$ cat src/design/oscsf_pkg.sv
// Package for the oscillator select and failover block.
// Assumes a single 50 MHz system clock and an AHB-Lite register bus.
package oscsf_pkg;
	localparam logic [11:0] OSCSF_CTRL_OFFSET = 12'h000;
	localparam logic [11:0] OSCSF_STATUS_OFFSET = 12'h004;
	localparam logic [7:0] OSCSF_CTRL_RESET = 8'hA0;
	localparam logic [7:0] OSCSF_KEY_FIRST = 8'hE7;
	localparam logic [7:0] OSCSF_KEY_SECOND = 8'h18;
	localparam int OSCSF_BIT_INT_EN = 7;
	localparam int OSCSF_BIT_XTL_EN = 6;
	localparam int OSCSF_BIT_WDO_EN = 5;
	localparam int OSCSF_BIT_PRI_FEN = 4;
	localparam int OSCSF_BIT_WDO_FEN = 3;
	localparam int OSCSF_SEL_MSB = 2;
	localparam int OSCSF_CLK_HZ = 50000000;
	localparam int OSCSF_PRI_FAIL_HZ = 1000;
	localparam int OSCSF_PRI_FAIL_CYCLES = OSCSF_CLK_HZ / OSCSF_PRI_FAIL_HZ;
	localparam int OSCSF_WDO_FAIL_CYCLES = 8004;
	localparam logic [1:0] OSCSF_HTRANS_NONSEQ = 2'h2;

	typedef enum logic [2:0] {
		OSCSF_SRC_IPO_FAST = 3'b000,
		OSCSF_SRC_IPO_SLOW = 3'b001,
		OSCSF_SRC_CRYSTAL = 3'b010,
		OSCSF_SRC_WDO = 3'b011,
		OSCSF_SRC_EXT_PIN = 3'b100
	} oscsf_src_t;

	typedef enum logic [1:0] {
		OSCSF_LOCKED = 2'b00,
		OSCSF_KEY1_SEEN = 2'b01,
		OSCSF_UNLOCKED = 2'b10
	} oscsf_lock_t;

	typedef struct packed {
		logic int_en;
		logic xtl_en;
		logic wdo_en;
		logic pri_fen;
		logic wdo_fen;
		logic [2:0] sel;
	} oscsf_ctrl_t;

	typedef struct packed {
		logic [2:0] active_src;
		logic failover;
		logic pri_failed;
		logic wdo_failed;
		logic [1:0] lock_state;
	} oscsf_status_t;
endpackage

$ cat src/design/oscsf_top.sv
// Oscillator source select with unlock key and clock failure supervision.
// Assumes oscillator clocks arrive as asynchronous levels; mux itself is analog.
// Behaviour
// - Control register unlocks only after key E7 then 18 is written.
// - Write after unlock updates register and relocks immediately.
// - Any other write sequence leaves the control register unchanged.
// - Keys must be ordered but may be separated by reads or accesses to other registers.
// - Accesses to other registers do not disturb the unlock state.
// - Failure detection may operate any time after a select write.
// - Internal oscillator enabled at reset; only software clears it.
// - Primary failure raises a nonmaskable event to the CPU.
// - Primary failure with watchdog oscillator enabled fails over to it.
// - No failover when watchdog oscillator selected or disabled.
// - Primary failure declared when clock falls below about 1 kHz.
// - Watchdog oscillator failure raises event without changing source.
// - After watchdog oscillator failure, primary detection stops working.
// - Watchdog failure declared after 8004 cycles without its edge.
// - Internal oscillator selectable at 20MHz or 119kHz.
// - With all sources and detection off, only power-on reset recovers.
// - Select codes 000 to 100 defined; 101 to 111 reserved.
// - Reset value has internal and watchdog oscillator enables set.
module oscsf_top
	import oscsf_pkg::*;
(
	input wire logic clk,
	input wire logic rst,
	input wire logic hsel,
	input wire logic [31:0] haddr,
	input wire logic [1:0] htrans,
	input wire logic hwrite,
	input wire logic [2:0] hsize,
	input wire logic [31:0] hwdata,
	input wire logic hready,
	output logic [31:0] hrdata,
	output logic hreadyout,
	output logic hresp,
	input wire logic primary_clk_in,
	input wire logic wdo_clk_in,
	output logic [2:0] clock_source_select,
	output logic clk_switch_hold,
	output logic internal_osc_enable,
	output logic crystal_osc_enable,
	output logic watchdog_osc_enable,
	output logic clock_fail_nmi
);
	logic wr_pend_reg;
	logic rd_pend_reg;
	logic [11:0] addr_reg;
	oscsf_ctrl_t ctrl_reg;
	oscsf_lock_t lock_reg;
	logic [2:0] active_src_reg;
	logic failover_reg;
	logic pri_failed_reg;
	logic wdo_failed_reg;
	logic hold_reg;
	logic [2:0] pri_sync_reg;
	logic [2:0] wdo_sync_reg;
	logic pri_level_reg;
	logic wdo_level_reg;
	logic [15:0] pri_cnt_reg;
	logic [13:0] wdo_cnt_reg;
	logic nmi_reg;
	logic [31:0] hrdata_reg;
	logic [7:0] wbyte;
	logic ctrl_wr;
	logic ctrl_commit;
	oscsf_ctrl_t ctrl_wdata;
	logic failover_now;
	logic pri_edge;
	logic wdo_edge;
	logic pri_fail_now;
	logic wdo_fail_now;
	oscsf_status_t status;

	assign hreadyout = 1'b1;
	assign hresp = 1'b0;
	assign hrdata = hrdata_reg;
	assign wbyte = hwdata[7:0];
	assign ctrl_wr = wr_pend_reg && (addr_reg == OSCSF_CTRL_OFFSET);
	assign ctrl_commit = ctrl_wr && (lock_reg == OSCSF_UNLOCKED);

	// Written value; reserved select codes keep the old source
	always_comb begin
		ctrl_wdata = wbyte;
		if (wbyte[OSCSF_SEL_MSB:0] > OSCSF_SRC_EXT_PIN) begin
			ctrl_wdata.sel = ctrl_reg.sel;
		end
	end

	// Address phase capture
	always_ff @(posedge clk) begin
		if (rst) begin
			wr_pend_reg <= 1'b0;
			rd_pend_reg <= 1'b0;
			addr_reg <= 12'h000;
		end else if (hready) begin
			wr_pend_reg <= hsel && (htrans == OSCSF_HTRANS_NONSEQ) && hwrite;
			rd_pend_reg <= hsel && (htrans == OSCSF_HTRANS_NONSEQ) && !hwrite;
			addr_reg <= haddr[11:0];
		end
	end

	// Unlock sequencer; other offsets never touch it
	always_ff @(posedge clk) begin
		if (rst) begin
			lock_reg <= OSCSF_LOCKED;
		end else if (ctrl_wr) begin
			case (lock_reg)
				OSCSF_LOCKED: begin
					lock_reg <= (wbyte == OSCSF_KEY_FIRST) ? OSCSF_KEY1_SEEN : OSCSF_LOCKED;
				end
				OSCSF_KEY1_SEEN: begin
					if (wbyte == OSCSF_KEY_SECOND) begin
						lock_reg <= OSCSF_UNLOCKED;
					end else if (wbyte == OSCSF_KEY_FIRST) begin
						lock_reg <= OSCSF_KEY1_SEEN;
					end else begin
						lock_reg <= OSCSF_LOCKED;
					end
				end
				OSCSF_UNLOCKED: begin
					lock_reg <= OSCSF_LOCKED;
				end
				default: begin
					lock_reg <= OSCSF_LOCKED;
				end
			endcase
		end
	end

	// Control register
	always_ff @(posedge clk) begin
		if (rst) begin
			ctrl_reg <= OSCSF_CTRL_RESET;
		end else if (ctrl_commit) begin
			ctrl_reg <= ctrl_wdata;
		end
	end

	// Input synchronisers
	always_ff @(posedge clk) begin
		if (rst) begin
			pri_sync_reg <= 3'h0;
			wdo_sync_reg <= 3'h0;
		end else begin
			pri_sync_reg <= {pri_sync_reg[1:0], primary_clk_in};
			wdo_sync_reg <= {wdo_sync_reg[1:0], wdo_clk_in};
		end
	end

	// Settled levels; a change counts once the second and third stages agree
	always_ff @(posedge clk) begin
		if (rst) begin
			pri_level_reg <= 1'b0;
		end else if (pri_sync_reg[1] == pri_sync_reg[2]) begin
			pri_level_reg <= pri_sync_reg[2];
		end
	end

	always_ff @(posedge clk) begin
		if (rst) begin
			wdo_level_reg <= 1'b0;
		end else if (wdo_sync_reg[1] == wdo_sync_reg[2]) begin
			wdo_level_reg <= wdo_sync_reg[2];
		end
	end
	assign pri_edge = (pri_sync_reg[1] == pri_sync_reg[2]) && pri_sync_reg[2]
		&& !pri_level_reg;
	assign wdo_edge = (wdo_sync_reg[1] == wdo_sync_reg[2]) && wdo_sync_reg[2]
		&& !wdo_level_reg;

	// Primary clock watchdog
	assign pri_fail_now = ctrl_reg.pri_fen && !pri_failed_reg && !wdo_failed_reg
		&& (pri_cnt_reg == 16'(OSCSF_PRI_FAIL_CYCLES - 1));
	always_ff @(posedge clk) begin
		if (rst) begin
			pri_cnt_reg <= 16'h0000;
		end else if (!ctrl_reg.pri_fen || pri_edge || pri_failed_reg || wdo_failed_reg
			|| ctrl_wr) begin
			pri_cnt_reg <= 16'h0000;
		end else begin
			pri_cnt_reg <= pri_cnt_reg + 16'h0001;
		end
	end

	// Watchdog oscillator supervisor
	assign wdo_fail_now = ctrl_reg.wdo_fen && !wdo_failed_reg
		&& (wdo_cnt_reg == 14'(OSCSF_WDO_FAIL_CYCLES - 1));
	always_ff @(posedge clk) begin
		if (rst) begin
			wdo_cnt_reg <= 14'h0000;
		end else if (!ctrl_reg.wdo_fen || wdo_edge || wdo_failed_reg || ctrl_wr) begin
			wdo_cnt_reg <= 14'h0000;
		end else begin
			wdo_cnt_reg <= wdo_cnt_reg + 14'h0001;
		end
	end

	// Primary failure flag, cleared by disabling its detector; detection wins
	always_ff @(posedge clk) begin
		if (rst) begin
			pri_failed_reg <= 1'b0;
		end else begin
			pri_failed_reg <= pri_fail_now || (pri_failed_reg && ctrl_reg.pri_fen);
		end
	end

	// Watchdog oscillator failure flag, same clearing rule
	always_ff @(posedge clk) begin
		if (rst) begin
			wdo_failed_reg <= 1'b0;
		end else begin
			wdo_failed_reg <= wdo_fail_now || (wdo_failed_reg && ctrl_reg.wdo_fen);
		end
	end

	// Nonmaskable event pulse
	always_ff @(posedge clk) begin
		if (rst) begin
			nmi_reg <= 1'b0;
		end else begin
			nmi_reg <= pri_fail_now || wdo_fail_now;
		end
	end

	// Active source; failover overrides software selection
	assign failover_now = pri_fail_now && ctrl_reg.wdo_en && (ctrl_reg.sel != OSCSF_SRC_WDO);
	always_ff @(posedge clk) begin
		if (rst) begin
			active_src_reg <= OSCSF_SRC_IPO_FAST;
		end else if (failover_now) begin
			active_src_reg <= OSCSF_SRC_WDO;
		end else if (ctrl_commit) begin
			active_src_reg <= ctrl_wdata.sel;
		end else if (!failover_reg) begin
			active_src_reg <= ctrl_reg.sel;
		end
	end

	// Failover persists until the next unlocked control write
	always_ff @(posedge clk) begin
		if (rst) begin
			failover_reg <= 1'b0;
		end else if (failover_now) begin
			failover_reg <= 1'b1;
		end else if (ctrl_commit) begin
			failover_reg <= 1'b0;
		end
	end

	// Hold request for glitch-free mux on every source change
	always_ff @(posedge clk) begin
		if (rst) begin
			hold_reg <= 1'b0;
		end else begin
			hold_reg <= (active_src_reg != clock_source_select);
		end
	end

	// Registered select to the clock mux
	always_ff @(posedge clk) begin
		if (rst) begin
			clock_source_select <= OSCSF_SRC_IPO_FAST;
		end else begin
			clock_source_select <= active_src_reg;
		end
	end

	// Hold hint, event pulse and oscillator enables
	assign clk_switch_hold = hold_reg;
	assign clock_fail_nmi = nmi_reg;
	assign internal_osc_enable = ctrl_reg.int_en;
	assign crystal_osc_enable = ctrl_reg.xtl_en;
	assign watchdog_osc_enable = ctrl_reg.wdo_en;

	// Status word for software
	always_comb begin
		status = '0;
		status.active_src = active_src_reg;
		status.failover = failover_reg;
		status.pri_failed = pri_failed_reg;
		status.wdo_failed = wdo_failed_reg;
		status.lock_state = lock_reg;
	end

	// Read data
	always_ff @(posedge clk) begin
		if (rst) begin
			hrdata_reg <= 32'h00000000;
		end else if (hready && hsel && (htrans == OSCSF_HTRANS_NONSEQ) && !hwrite) begin
			case (haddr[11:0])
				OSCSF_CTRL_OFFSET: begin
					hrdata_reg <= {24'h000000, ctrl_reg};
				end
				OSCSF_STATUS_OFFSET: begin
					hrdata_reg <= {24'h000000, status};
				end
				default: begin
					hrdata_reg <= 32'h00000000;
				end
			endcase
		end
	end
endmodule

$ cat config.mk
export PLATFORM = sky130hd
export DESIGN_NAME = oscsf_top
export DESIGN_NICKNAME = d
export VERILOG_FILES = /design/src/design/oscsf_pkg.sv /design/src/design/oscsf_top.sv
export SDC_FILE = /design/constraint.sdc
export NUM_CORES = 1
export LEC_CHECK = 0
export ABC_AREA = 0
export BUFFER_PORTS_ARGS = -buffer_cell sky130_fd_sc_hd__buf_2
export CORE_AREA = 2 2 83 85
export CTS_BUF_LIST = sky130_fd_sc_hd__clkbuf_8
export CTS_CLUSTER_DIAMETER = 200
export DETAILED_ROUTE_END_ITERATION = 7
export DIE_AREA = 0 0 85 87
export GPL_TIMING_DRIVEN = 0
export PLACE_DENSITY = 0.83
export SLEW_MARGIN = 20
export SYNTH_ARGS = -nofsm -noshare
export SYNTH_HDL_FRONTEND = slang
export SYNTH_SLANG_ARGS = --single-unit
export TNS_END_PERCENT = 5
$ cat constraint.sdc
create_clock -name clk -period 4.9 [get_ports clk]
set_input_delay 0 -clock clk [delete_from_list [all_inputs] [get_ports clk]]
set_output_delay 0 -clock clk [all_outputs]
set_load 0.02 [all_outputs]
# --- Word level (Yosys, flattened, before mapping) ---
# Index checks and enable logic that the tools add are counted.
word_totals:
  out_inout_bits: 42
  wordCells: 95
  in_bits: 76
  reg_bits: 104
classes:
  eq_ne: 14
  n_reduce_logical: 44
  n_addsub: 2
  muxes: 10
  order_cmp: 1
ops:
  columns: ["op", "n"]
  rows:
  - ["$logic_not A12 Y1", 2]
  - ["$logic_and A1 B1 Y1", 20]
  - ["$add A16 B1 Y16 const B", 1]
  - ["$eq A16 B16 Y1 const B", 1]
  - ["$pmux W8 S2", 1]
  - ["$add A14 B1 Y14 const B", 1]
  - ["$eq A14 B13 Y1 const B", 1]
  - ["$eq A12 B3 Y1 const B", 1]
  - ["$logic_or A1 B1 Y1", 10]
  - ["$mux W3", 3]
  - ["$eq A8 B5 Y1 const B", 1]
  - ["$eq A8 B8 Y1 const B", 1]
  - ["$logic_not A1 Y1", 7]
  - ["$reduce_or A2 Y1", 3]
  - ["$eq A2 B2 Y1 const B", 2]
  - ["$mux W2", 2]
  - ["$pmux W2 S2", 1]
  - ["$gt A3 B3 Y1 const B", 1]
  - ["$mux W1", 3]
  - ["$ne A3 B1 Y1 const B", 1]
  - ["$ne A3 B2 Y1 const B", 1]
  - ["$ne A3 B3 Y1", 1]
  - ["$eq A1 B1 Y1", 2]
  - ["$eq A2 B1 Y1 const B", 1]
  - ["3 further kinds", 3]

# --- Longest topological paths before layout ---
# Gate-level depths: netlist of run 1.
logic_depth:
  depth_word: 8
  ltp_mapped: 6
  depth_no_buf: 6

# --- Worst setup path before layout of run 1 ---
# Ideal clock, no wire load.
synth_path:
  path_type: "reg-to-reg"
  start: "register addr_reg[7]"
  end: "register active_src_reg[0]"
  t_arrival_ns: 1.873
  required_time_ns: 4.776
  stages_incl_launch_ff: 7
  synth_period_minus_slack_ns: 1.997
  setup_slack_ns: 2.903
  setup_time_ns: 0.124
  cell_sequence: "dfxtp_1 > or4_4 > or4_4 > buf_6 > and2_4 > a21boi_0 > o2bb2ai_1"
synth_via:
  elab_chain_len: 5
  word_cells_on_any_way: 6
  cone_classes: "eq/ne (1); mux (2); reduce/logical (3)"
synth_rtl:
  columns: ["item", "line", "source"]
  rows:
  - ["from (decl)", "oscsf_top.sv:48", "logic [11:0] addr_reg;"]
  - ["from (signal assigned)", "oscsf_top.sv:99", "addr_reg <= haddr[11:0];"]
  - ["$logic_not A12 Y1 *", "oscsf_top.sv:79", "assign ctrl_wr = wr_pend_reg && (addr_reg == OSCSF_CTRL_OFFSET);"]
  - ["$logic_and A1 B1 Y1 *", "oscsf_top.sv:79", null]
  - ["$logic_and A1 B1 Y1 *", "oscsf_top.sv:80", "assign ctrl_commit = ctrl_wr && (lock_reg == OSCSF_UNLOCKED);"]
  - ["$mux W3", "oscsf_top.sv:233", "end else if (ctrl_commit) begin"]
  - ["$mux W2", "oscsf_top.sv:231", "end else if (failover_now) begin"]
  - ["to (signal assigned)", "oscsf_top.sv:234", "active_src_reg <= ctrl_wdata.sel;"]
  - ["to (signal assigned)", "oscsf_top.sv:236", "active_src_reg <= ctrl_reg.sel;"]
  - ["to (decl)", "oscsf_top.sv:51", "logic [2:0] active_src_reg;"]
# Mark *: on every way between the ends. The rest lies on a longest branch, timed or not.
# A chain may end at the register's enable or synchronous reset.

# --- Final worst setup path of run 1 ---
layout_path:
  start: "register addr_reg[7]"
  end: "register wdo_cnt_reg[9]"
layout_via:
  elab_chain_len: 4
layout_rtl:
  columns: ["item", "line", "source"]
  rows:
  - ["$logic_not A12 Y1", "oscsf_top.sv:79", null]
  - ["$logic_and A1 B1 Y1", "oscsf_top.sv:79", null]
  - ["$logic_or A1 B1 Y1", "oscsf_top.sv:192", "end else if (!ctrl_reg.wdo_fen || wdo_edge || wdo_failed_reg || ctrl_wr) begin"]
  - ["$reduce_or A2 Y1 (no line)", null, null]
  - ["to (signal assigned)", "oscsf_top.sv:195", "wdo_cnt_reg <= wdo_cnt_reg + 14'h0001;"]
  - ["to (decl)", "oscsf_top.sv:61", "logic [13:0] wdo_cnt_reg;"]
# No other way between the ends.

==> results of run 1 <==
==> power by group <==
group	internal [µW]	total, µW	leakage (µW)	switching (µW)
clock	246	480	0.000103	233
sequential	658	662	0.000648	4.05
combinational	48.2	102	0.000999	53.5
==> path summary, 6_finish.rpt <==
path                                   start                         end
setup reg to reg    addr_reg[7]$_SDFFE_PP0P_   wdo_cnt_reg[9]$_SDFF_PP0_
hold reg to reg   pri_sync_reg[0]$_SDFF_PP0_  pri_sync_reg[1]$_SDFF_PP0_
setup / recovery    addr_reg[7]$_SDFFE_PP0P_   wdo_cnt_reg[9]$_SDFF_PP0_
hold / removal                     hwdata[0]    lock_reg[1]$_SDFFE_PP0P_
==> kinds of logic (layout without fill, tap and decap cells) <==
| kind of cell | Yosys count | in the layout |
|---|---|---|
| xor+xnor | 28 | 28 |
| mux | 23 | 23 |
| fa+ha+maj | 4 | 4 |
| compound gates | 36 | 36 |
| other cells | 2 | 26 |
| simple gates | 167 | 167 |
| buf+inv | 41 | 118 |
| flops | 80 | 80 |
==> final cells by class <==
type / instances / share of cell area (%)
sequential: 80 / 37.3
buffer: 37 / 5.74
clock inverter: 6 / 1.40
timing repair buffer: 61 / 9.32
inverter: 4 / 0.349
tap: 80 / 2.33
multi-input combinational: 284 / 40.4
clock buffer: 10 / 3.20
==> cells in the final DEF, fill, tap and decap left out, drive strengths merged, types with 6 or more instances in the layout <==
| cell type | synthesis | routed |
|---|---|---|
| mux2 | 8 | 8 |
| nor3 | 8 | 8 |
| a21oi | 16 | 16 |
| dlygate4sd3 | 0 | 19 |
| nand2 | 29 | 29 |
| clkbuf | 3 | 13 |
| conb | 2 | 26 |
| a22oi | 8 | 8 |
| xnor2 | 13 | 13 |
| nor4 | 6 | 6 |
| nor2 | 63 | 63 |
| nand4 | 6 | 6 |
| nand3 | 11 | 11 |
| nor2b | 9 | 9 |
| xor2 | 15 | 15 |
| dfxtp | 80 | 80 |
| mux2i | 15 | 15 |
| buf | 34 | 76 |
==> metrics by stage <==
step	total power (µW)	worst slack [ns]	area [µm²]	hold slack [ns]	cells
after detailed placement	763	2.67	3910	0.215	527
after global placement	761	2.73	3910	0.209	527
after global routing	1290	2.46	4300	0.0341	562
final	1240	2.65	4300	0.0304	562
after floorplan	741	2.90	3600	0.124	405
after CTS	1250	2.65	4300	0.00858	562
==> tightest hold or removal path: cells and delay by family <==
kind | cells | cell delay [ns]
buffers and inverters | 1 | 0.12
AO/OA/AOI/OAI | 1 | 0.06
AND/OR/NAND/NOR | 2 | 0.16
==> routing by layer <==
layer,track usage [%],up-vias,part of all wire [%]
met3,5.50,16,5.0
met2,39.2,83,51
met4,7.79,0,1.7
li1,-,1452,-
met5,0,-,0
met1,23.9,1351,42
==> results.md, run 1 <==
- Status: finished clean
- Drt pass-1 iters: 4
- Final nets: 557
- Fmax: 445 MHz
- Post-Syn Area: 3510 µm²
- Routed vias: 2902
- Fillers: 540
- Post-DP HPWL: 5330 µm
- Worst vdd ir: 304 µV
- Leak Pwr: 0.00175 µW
- GR Util All Layers: 21.4%
- Num ports: 118
- Synth area leader: dfxtp_1
- Crit path kind: reg2reg
- Top_reg_cell synth: dfxtp_1
- Core area: 6570 µm²
- Startpoint type of the worst setup path: flop
- CTS tree: built
- Register-to-register setup slack: 2.65 ns
- Initial drt markers: 146
- PwrDens: 289 nW/µm²
- Crit path buf inv count: 1
- Crit path max fanout: 10
- Max Buffers Root-to-Sink: 2
- Final wirelength: 7510 µm
- #FFs+latches synth: 80
- Num Clock Sinks: 80
- CTS resizes: 0
- Critical Path Max Stage Delay: 0.56 ns
- Synth Area in Adders: 1.43%
- Crit-path cells: or4_4, nor4_2, nor2_1, nand4b_1, buf_2, nor2_1
- Slew HR: 51.5%
- Footprint of the multi-input gates: 1740 µm²
- Congestion Overflow GR: 0
- Max Cap Violations: 0
- Sequential share of the synthesized area: 45.6%
- Max reg flops: 16
- Critical path arrival: 2.49 ns
- Clock slew at reported path FFs: 0.09 ns
- # H-tree levels: 3
- Post-CTS Repair Setup Buffers: 0
- Ys async rst share: 0%
- Top post-synthesis cells by count: 80 x dfxtp_1, 62 x nor2_1, 29 x nand2_1
- CP most frequent cell: nor2_1
- Crit-path leading delay family: simple AND/OR/NAND/NOR gates
- Data required time of the worst path: 5.14 ns
- Synth-to-Final Area Change: 22.5%
- Row cnt: 30
- DRC viols: 0
- Final Util: 65.4%
- EDFF count, synth: 0
- Worst clock skew: 0.0134 ns
- Die area: 7400 µm²
- HP Class: in2reg
- Die width: 85 µm
- Yosys top cell area share: 45.6%
- Antenna Nets Post-Route: 0
- Worst-margin pin slew: 0.721 ns
- Combinational family with the most area after synthesis: simple AND/OR/NAND/NOR gates
- Compound-cell area share of the yosys netlist: 6.49%
- Worst R2R Path Depth: 6
- RSZ-0062 raised after global routing: no
- Largest net degree at the start of global routing: 14
- Final slew viol count: 0
- Post-synth cell types: 50
- Root Buffer: clkbuf_8
- Wire per inst: 13.4 µm
- Final Hold Fails: 0
- Number of buffers created by CTS: 9
- Endpoint class of the critical path: flop
- First-pass GRT wire length: 12600 µm
- Area share of and/or/nand/nor cells after synthesis: 24.9%
- Post-Syn Area per Cell: 9.21 µm²
- YS warnings: 0
- Final GP Congestion: 0.846
- Synth Instances: 381
- Period utilisation layout: 45.9%
- Vias in the first global route: 2771
- Most frequent cell after synthesis: dfxtp_1
- Fin Setup TNS: 0 ns
- Hold depth: 4
- Diode count: 0
- Drt via density: 5.16
- Post-Synth XOR/XNOR Area: 6.99%
- Tmin final: 2.25 ns
- Layout cells sized above 1: 21.4%
- Register Area: 1600 µm²
- Initial antenna violation count: 0
- Slowest CP cell: or4_4
- Clock latency on the worst-skew pair: 0.36 ns
- Levels on crit path: 6
- Hold Buf Count CTS: 19
- IO Port Bufs: 42
- Mux contribution to synthesized area: 6.85%
- Count of final setup violators: 0
- Chip height: 87 µm
- Top cells by area, synth: dfxtp_1 46%, nor2_1 6.6%, buf_4 5.6%, mux2i_1 4.3%, xor2_1 3.7%
- Initial Utilization: 53.4%
Note: power is estimated with default switching activity, not from simulation.
==> run 2: changes to the inputs <==
- ABC_AREA: 0 -> 1
- CORE_AREA: 2 2 83 85 -> 2 2 94 96
- DIE_AREA: 0 0 85 87 -> 0 0 96 98
- PLACE_DENSITY: 0.83 -> 0.75
- clock period: 4.9 -> 1.85 ns (I/O delays scaled with it)
==> results.md, run 2 <==
- Dpl cells: 695 (+32%)
- EDFF count, synth: 0 (unchanged)
- Cell area after layout: 4920 µm² (+15%)
- Row cnt: 34 (+13%)
- PwrDens: 768 nW/µm² (+170%)
- Critical Path Max Stage Delay: 0.56 ns (about the same)
- Vias in the first global route: 3360 (+21%)
- Synth-to-Final Area Change: 25.0%
- Final wirelength: 8850 µm (+18%)
- Final GP Congestion: 0.890 (+5.2%)
- Antenna Nets Post-Route: 0 (unchanged)
- Flop pwr share: 46.6% (-6.6 points)
- CTS resizes: 0 (unchanged)
- Routed vias: 3636 (+25%)
- Total power draw: 3780 µW (+200%)
- Die area: 9410 µm² (+27%)
- Worst vdd ir: 460 µV (+51%)
- Post-synth cell types: 39 (-22%)
- Top cells by area, synth: dfxtp_1 41%, inv_1 6.6%, nand3_1 6.2%, nor2_1 5.9%, nand2_1 5.8%
- Register Area: 1600 µm² (unchanged)
- Number of buffers created by CTS: 9 (unchanged)
- Num ports: 118 (unchanged)
- RSZ-0062 raised after global routing: no
- Final Util: 58.2% (-7.2 points)
- First-pass GRT wire length: 14800 µm (+18%)
- Top_reg_cell synth: dfxtp_1
- Ys async rst share: 0% (unchanged)
- Clock share of power: 44.9% (+6.3 points)
- Sequential share of the synthesized area: 40.6% (-5.0 points)
- CP most frequent cell: dlygate4sd3_1
- Largest net degree at the start of global routing: 14 (unchanged)
- GR Util All Layers: 19.8% (-1.6 points)
- IO Port Bufs: 44 (+4.8%)
- Layout cells sized above 1: 21.9% (+0.54 points)
- Max Buffers Root-to-Sink: 2 (unchanged)
- Worst clock skew: 0.0127 ns (-0.000692 ns)
- Yosys top cell area share: 40.6% (-5.0 points)
- Final nets: 705 (+27%)
- Drt via density: 4.93 (-4.6%)
- Root Buffer: clkbuf_8
- Die width: 96 µm (+13%)
- Comb pwr share: 8.5% (+0.3 points)
- Switch share: 21.9% (-1.4 points)
- Initial Utilization: 46.5% (-6.9 points)
- Wire per inst: 12.0 µm (-10%)
- Worst-margin pin slew: 0.513 ns (-0.209 ns)
- Initial antenna violation count: 0 (unchanged)
- Diode count: 0 (unchanged)
- Status: finished clean
- Final Hold Fails: 0 (unchanged)
- Final std cells w/o fill: 738 (+31%)
- Most frequent cells in the layout: 80 x dfxtp_1, 70 x inv_1, 62 x nor2_1, 61 x nand2_1, 49 x nand3_1
- Count of final setup violators: 0 (unchanged)
- Most common cell after layout, fill and taps aside: dfxtp_1
- Fillers: 776 (+44%)
- DP Area: 4390 µm² (+12%)
- Footprint of the multi-input gates: 1870 µm² (+7.8%)
- Num Clock Sinks: 80 (unchanged)
- Synth area leader: dfxtp_1
- Data required time of the worst path: 2.15 ns (-2.99 ns)
- Initial drt markers: 198 (+36%)
- Tmin final: 1.76 ns
- CTS tree: built
- Period utilisation layout: 95.3%
- Max reg flops: 16 (unchanged)
- Post-DP HPWL: 6350 µm (+19%)
- DRC viols: 0 (unchanged)
- Drt pass-1 iters: 5 (+1)
- Endpoint class of the critical path: flop
- Clock slew at reported path FFs: 0.08 ns (about the same)
- NetSw: 830 µW (+190%)
- YS warnings: 0 (unchanged)
- Fmax: 567 MHz
- Most frequent cell after synthesis: dfxtp_1
- Slew HR: 65.8% (+14 points)
- Fin Setup TNS: 0 ns (unchanged)
- Congestion Overflow GR: 0 (unchanged)
- Synth Instances: 519 (+36%)
- Leak Pwr: 0.00205 µW (+17%)
- P_int: 2950 µW (+210%)
- Max Cap Violations: 0 (unchanged)
- HP Class: in2reg
- Clock latency on the worst-skew pair: 0.36 ns (about the same)
- Post-Syn Area: 3940 µm² (+12%)
- Chip height: 98 µm (+13%)
- Startpoint type of the worst setup path: input port
- Core area: 8470 µm² (+29%)
- Crit-path cells: dlygate4sd3_1, buf_2, nor2_2, nand4_1, dlygate4sd3_1, a21oi_1, dlygate4sd3_1
- Slowest CP cell: dlygate4sd3_1
- Critical path arrival: 2.07 ns (-0.42 ns)
- Final slew viol count: 0 (unchanged)
- Crit path max fanout: 2 (-8)
- Post-Syn Area per Cell: 7.59 µm² (-18%)
- Top post-synthesis cells by count: 80 x dfxtp_1, 69 x inv_1, 62 x nor2_1
- Crit path kind: in2reg
- # H-tree levels: 3 (unchanged)
- #FFs+latches synth: 80 (unchanged)
-- run 2: path summary, 6_finish.rpt --
| check | slack (ns) | endpoint | startpoint | depth (start not counted) |
|---|---|---|---|---|
| setup / recovery | 0.09 | wr_pend_reg$_SDFFE_PP0P_ | htrans[0] | 7 |
| setup reg to reg | 0.31 | wdo_cnt_reg[10]$_SDFF_PP0_ | wdo_cnt_reg[0]$_SDFF_PP0_ | 7 |
| hold / removal | 0.03 | lock_reg[0]$_SDFFE_PP0P_ | hwdata[1] | 5 |
| hold reg to reg | 0.41 | pri_sync_reg[1]$_SDFF_PP0_ | pri_sync_reg[0]$_SDFF_PP0_ | 2 |
-- run 2: per-stage QoR --
stage | hold WS, ns | worst slack, ns
2_1_floorplan | 0.107 | 0.553
6_report | 0.0313 | 0.0868
5_1_grt | 0.0512 | 0.00452
3_5_place_dp | 0.223 | 0.381
4_1_cts | 0.0206 | 0.125
3_3_place_gp | 0.221 | 0.411
-- run 2: kinds of logic after synthesis --
| kind of cell | after synthesis | synth area share, % |
|---|---|---|
| AO/OA/AOI/OAI | 75 | 11.2 |
| XOR/XNOR | 7 | 1.56 |
| adder cells (fa/ha/maj) | 4 | 1.27 |
| buffers and inverters | 116 | 14.2 |
| flip-flops | 80 | 40.6 |
| other | 2 | 0.191 |
| AND/OR/NAND/NOR | 235 | 31.0 |
-- run 2: worst max-delay path: cells and delay by family --
kind                   cells  cell delay [ns]
AND/OR/NAND/NOR            2             0.17
buffers and inverters      4             1.76
AO/OA/AOI/OAI              1             0.12
-- run 2: area by class of cell --
| class | instances | share of cell area, % |
|---|---|---|
| multi-input combinational | 347 | 38.0 |
| buffer | 37 | 5.31 |
| timing repair buffer | 71 | 9.96 |
| inverter | 79 | 6.02 |
| clock buffer | 10 | 2.79 |
| tap | 108 | 2.74 |
| clock inverter | 6 | 2.67 |
| sequential | 80 | 32.5 |
-- run 2: layer usage --
layer / vias up / track usage, % / routed length (µm)
li1: 1841 / - / -
met1: 1661 / 25.2 / 3940
met2: 120 / 32.3 / 4270
met3: 14 / 5.56 / 520
met4: 0 / 5.71 / 127
met5: - / 0 / 0
-- run 2: power by group through the flow --
stage                     clock network, µW  logic (µW)  registers [µW]
after floorplan                           0         196            1800
after global placement                    0         269            1800
after detailed placement                  0         274            1800
after CTS                              1720         317            1760
after global routing                   1810         352            1770
final                                  1700         323            1760
-- run 2: repair_timing --
item / in CTS / in global routing
hold buffers: 27 / 0
setup buffers: 0 / 0
endpoints found under the hold margin: 20 / 0
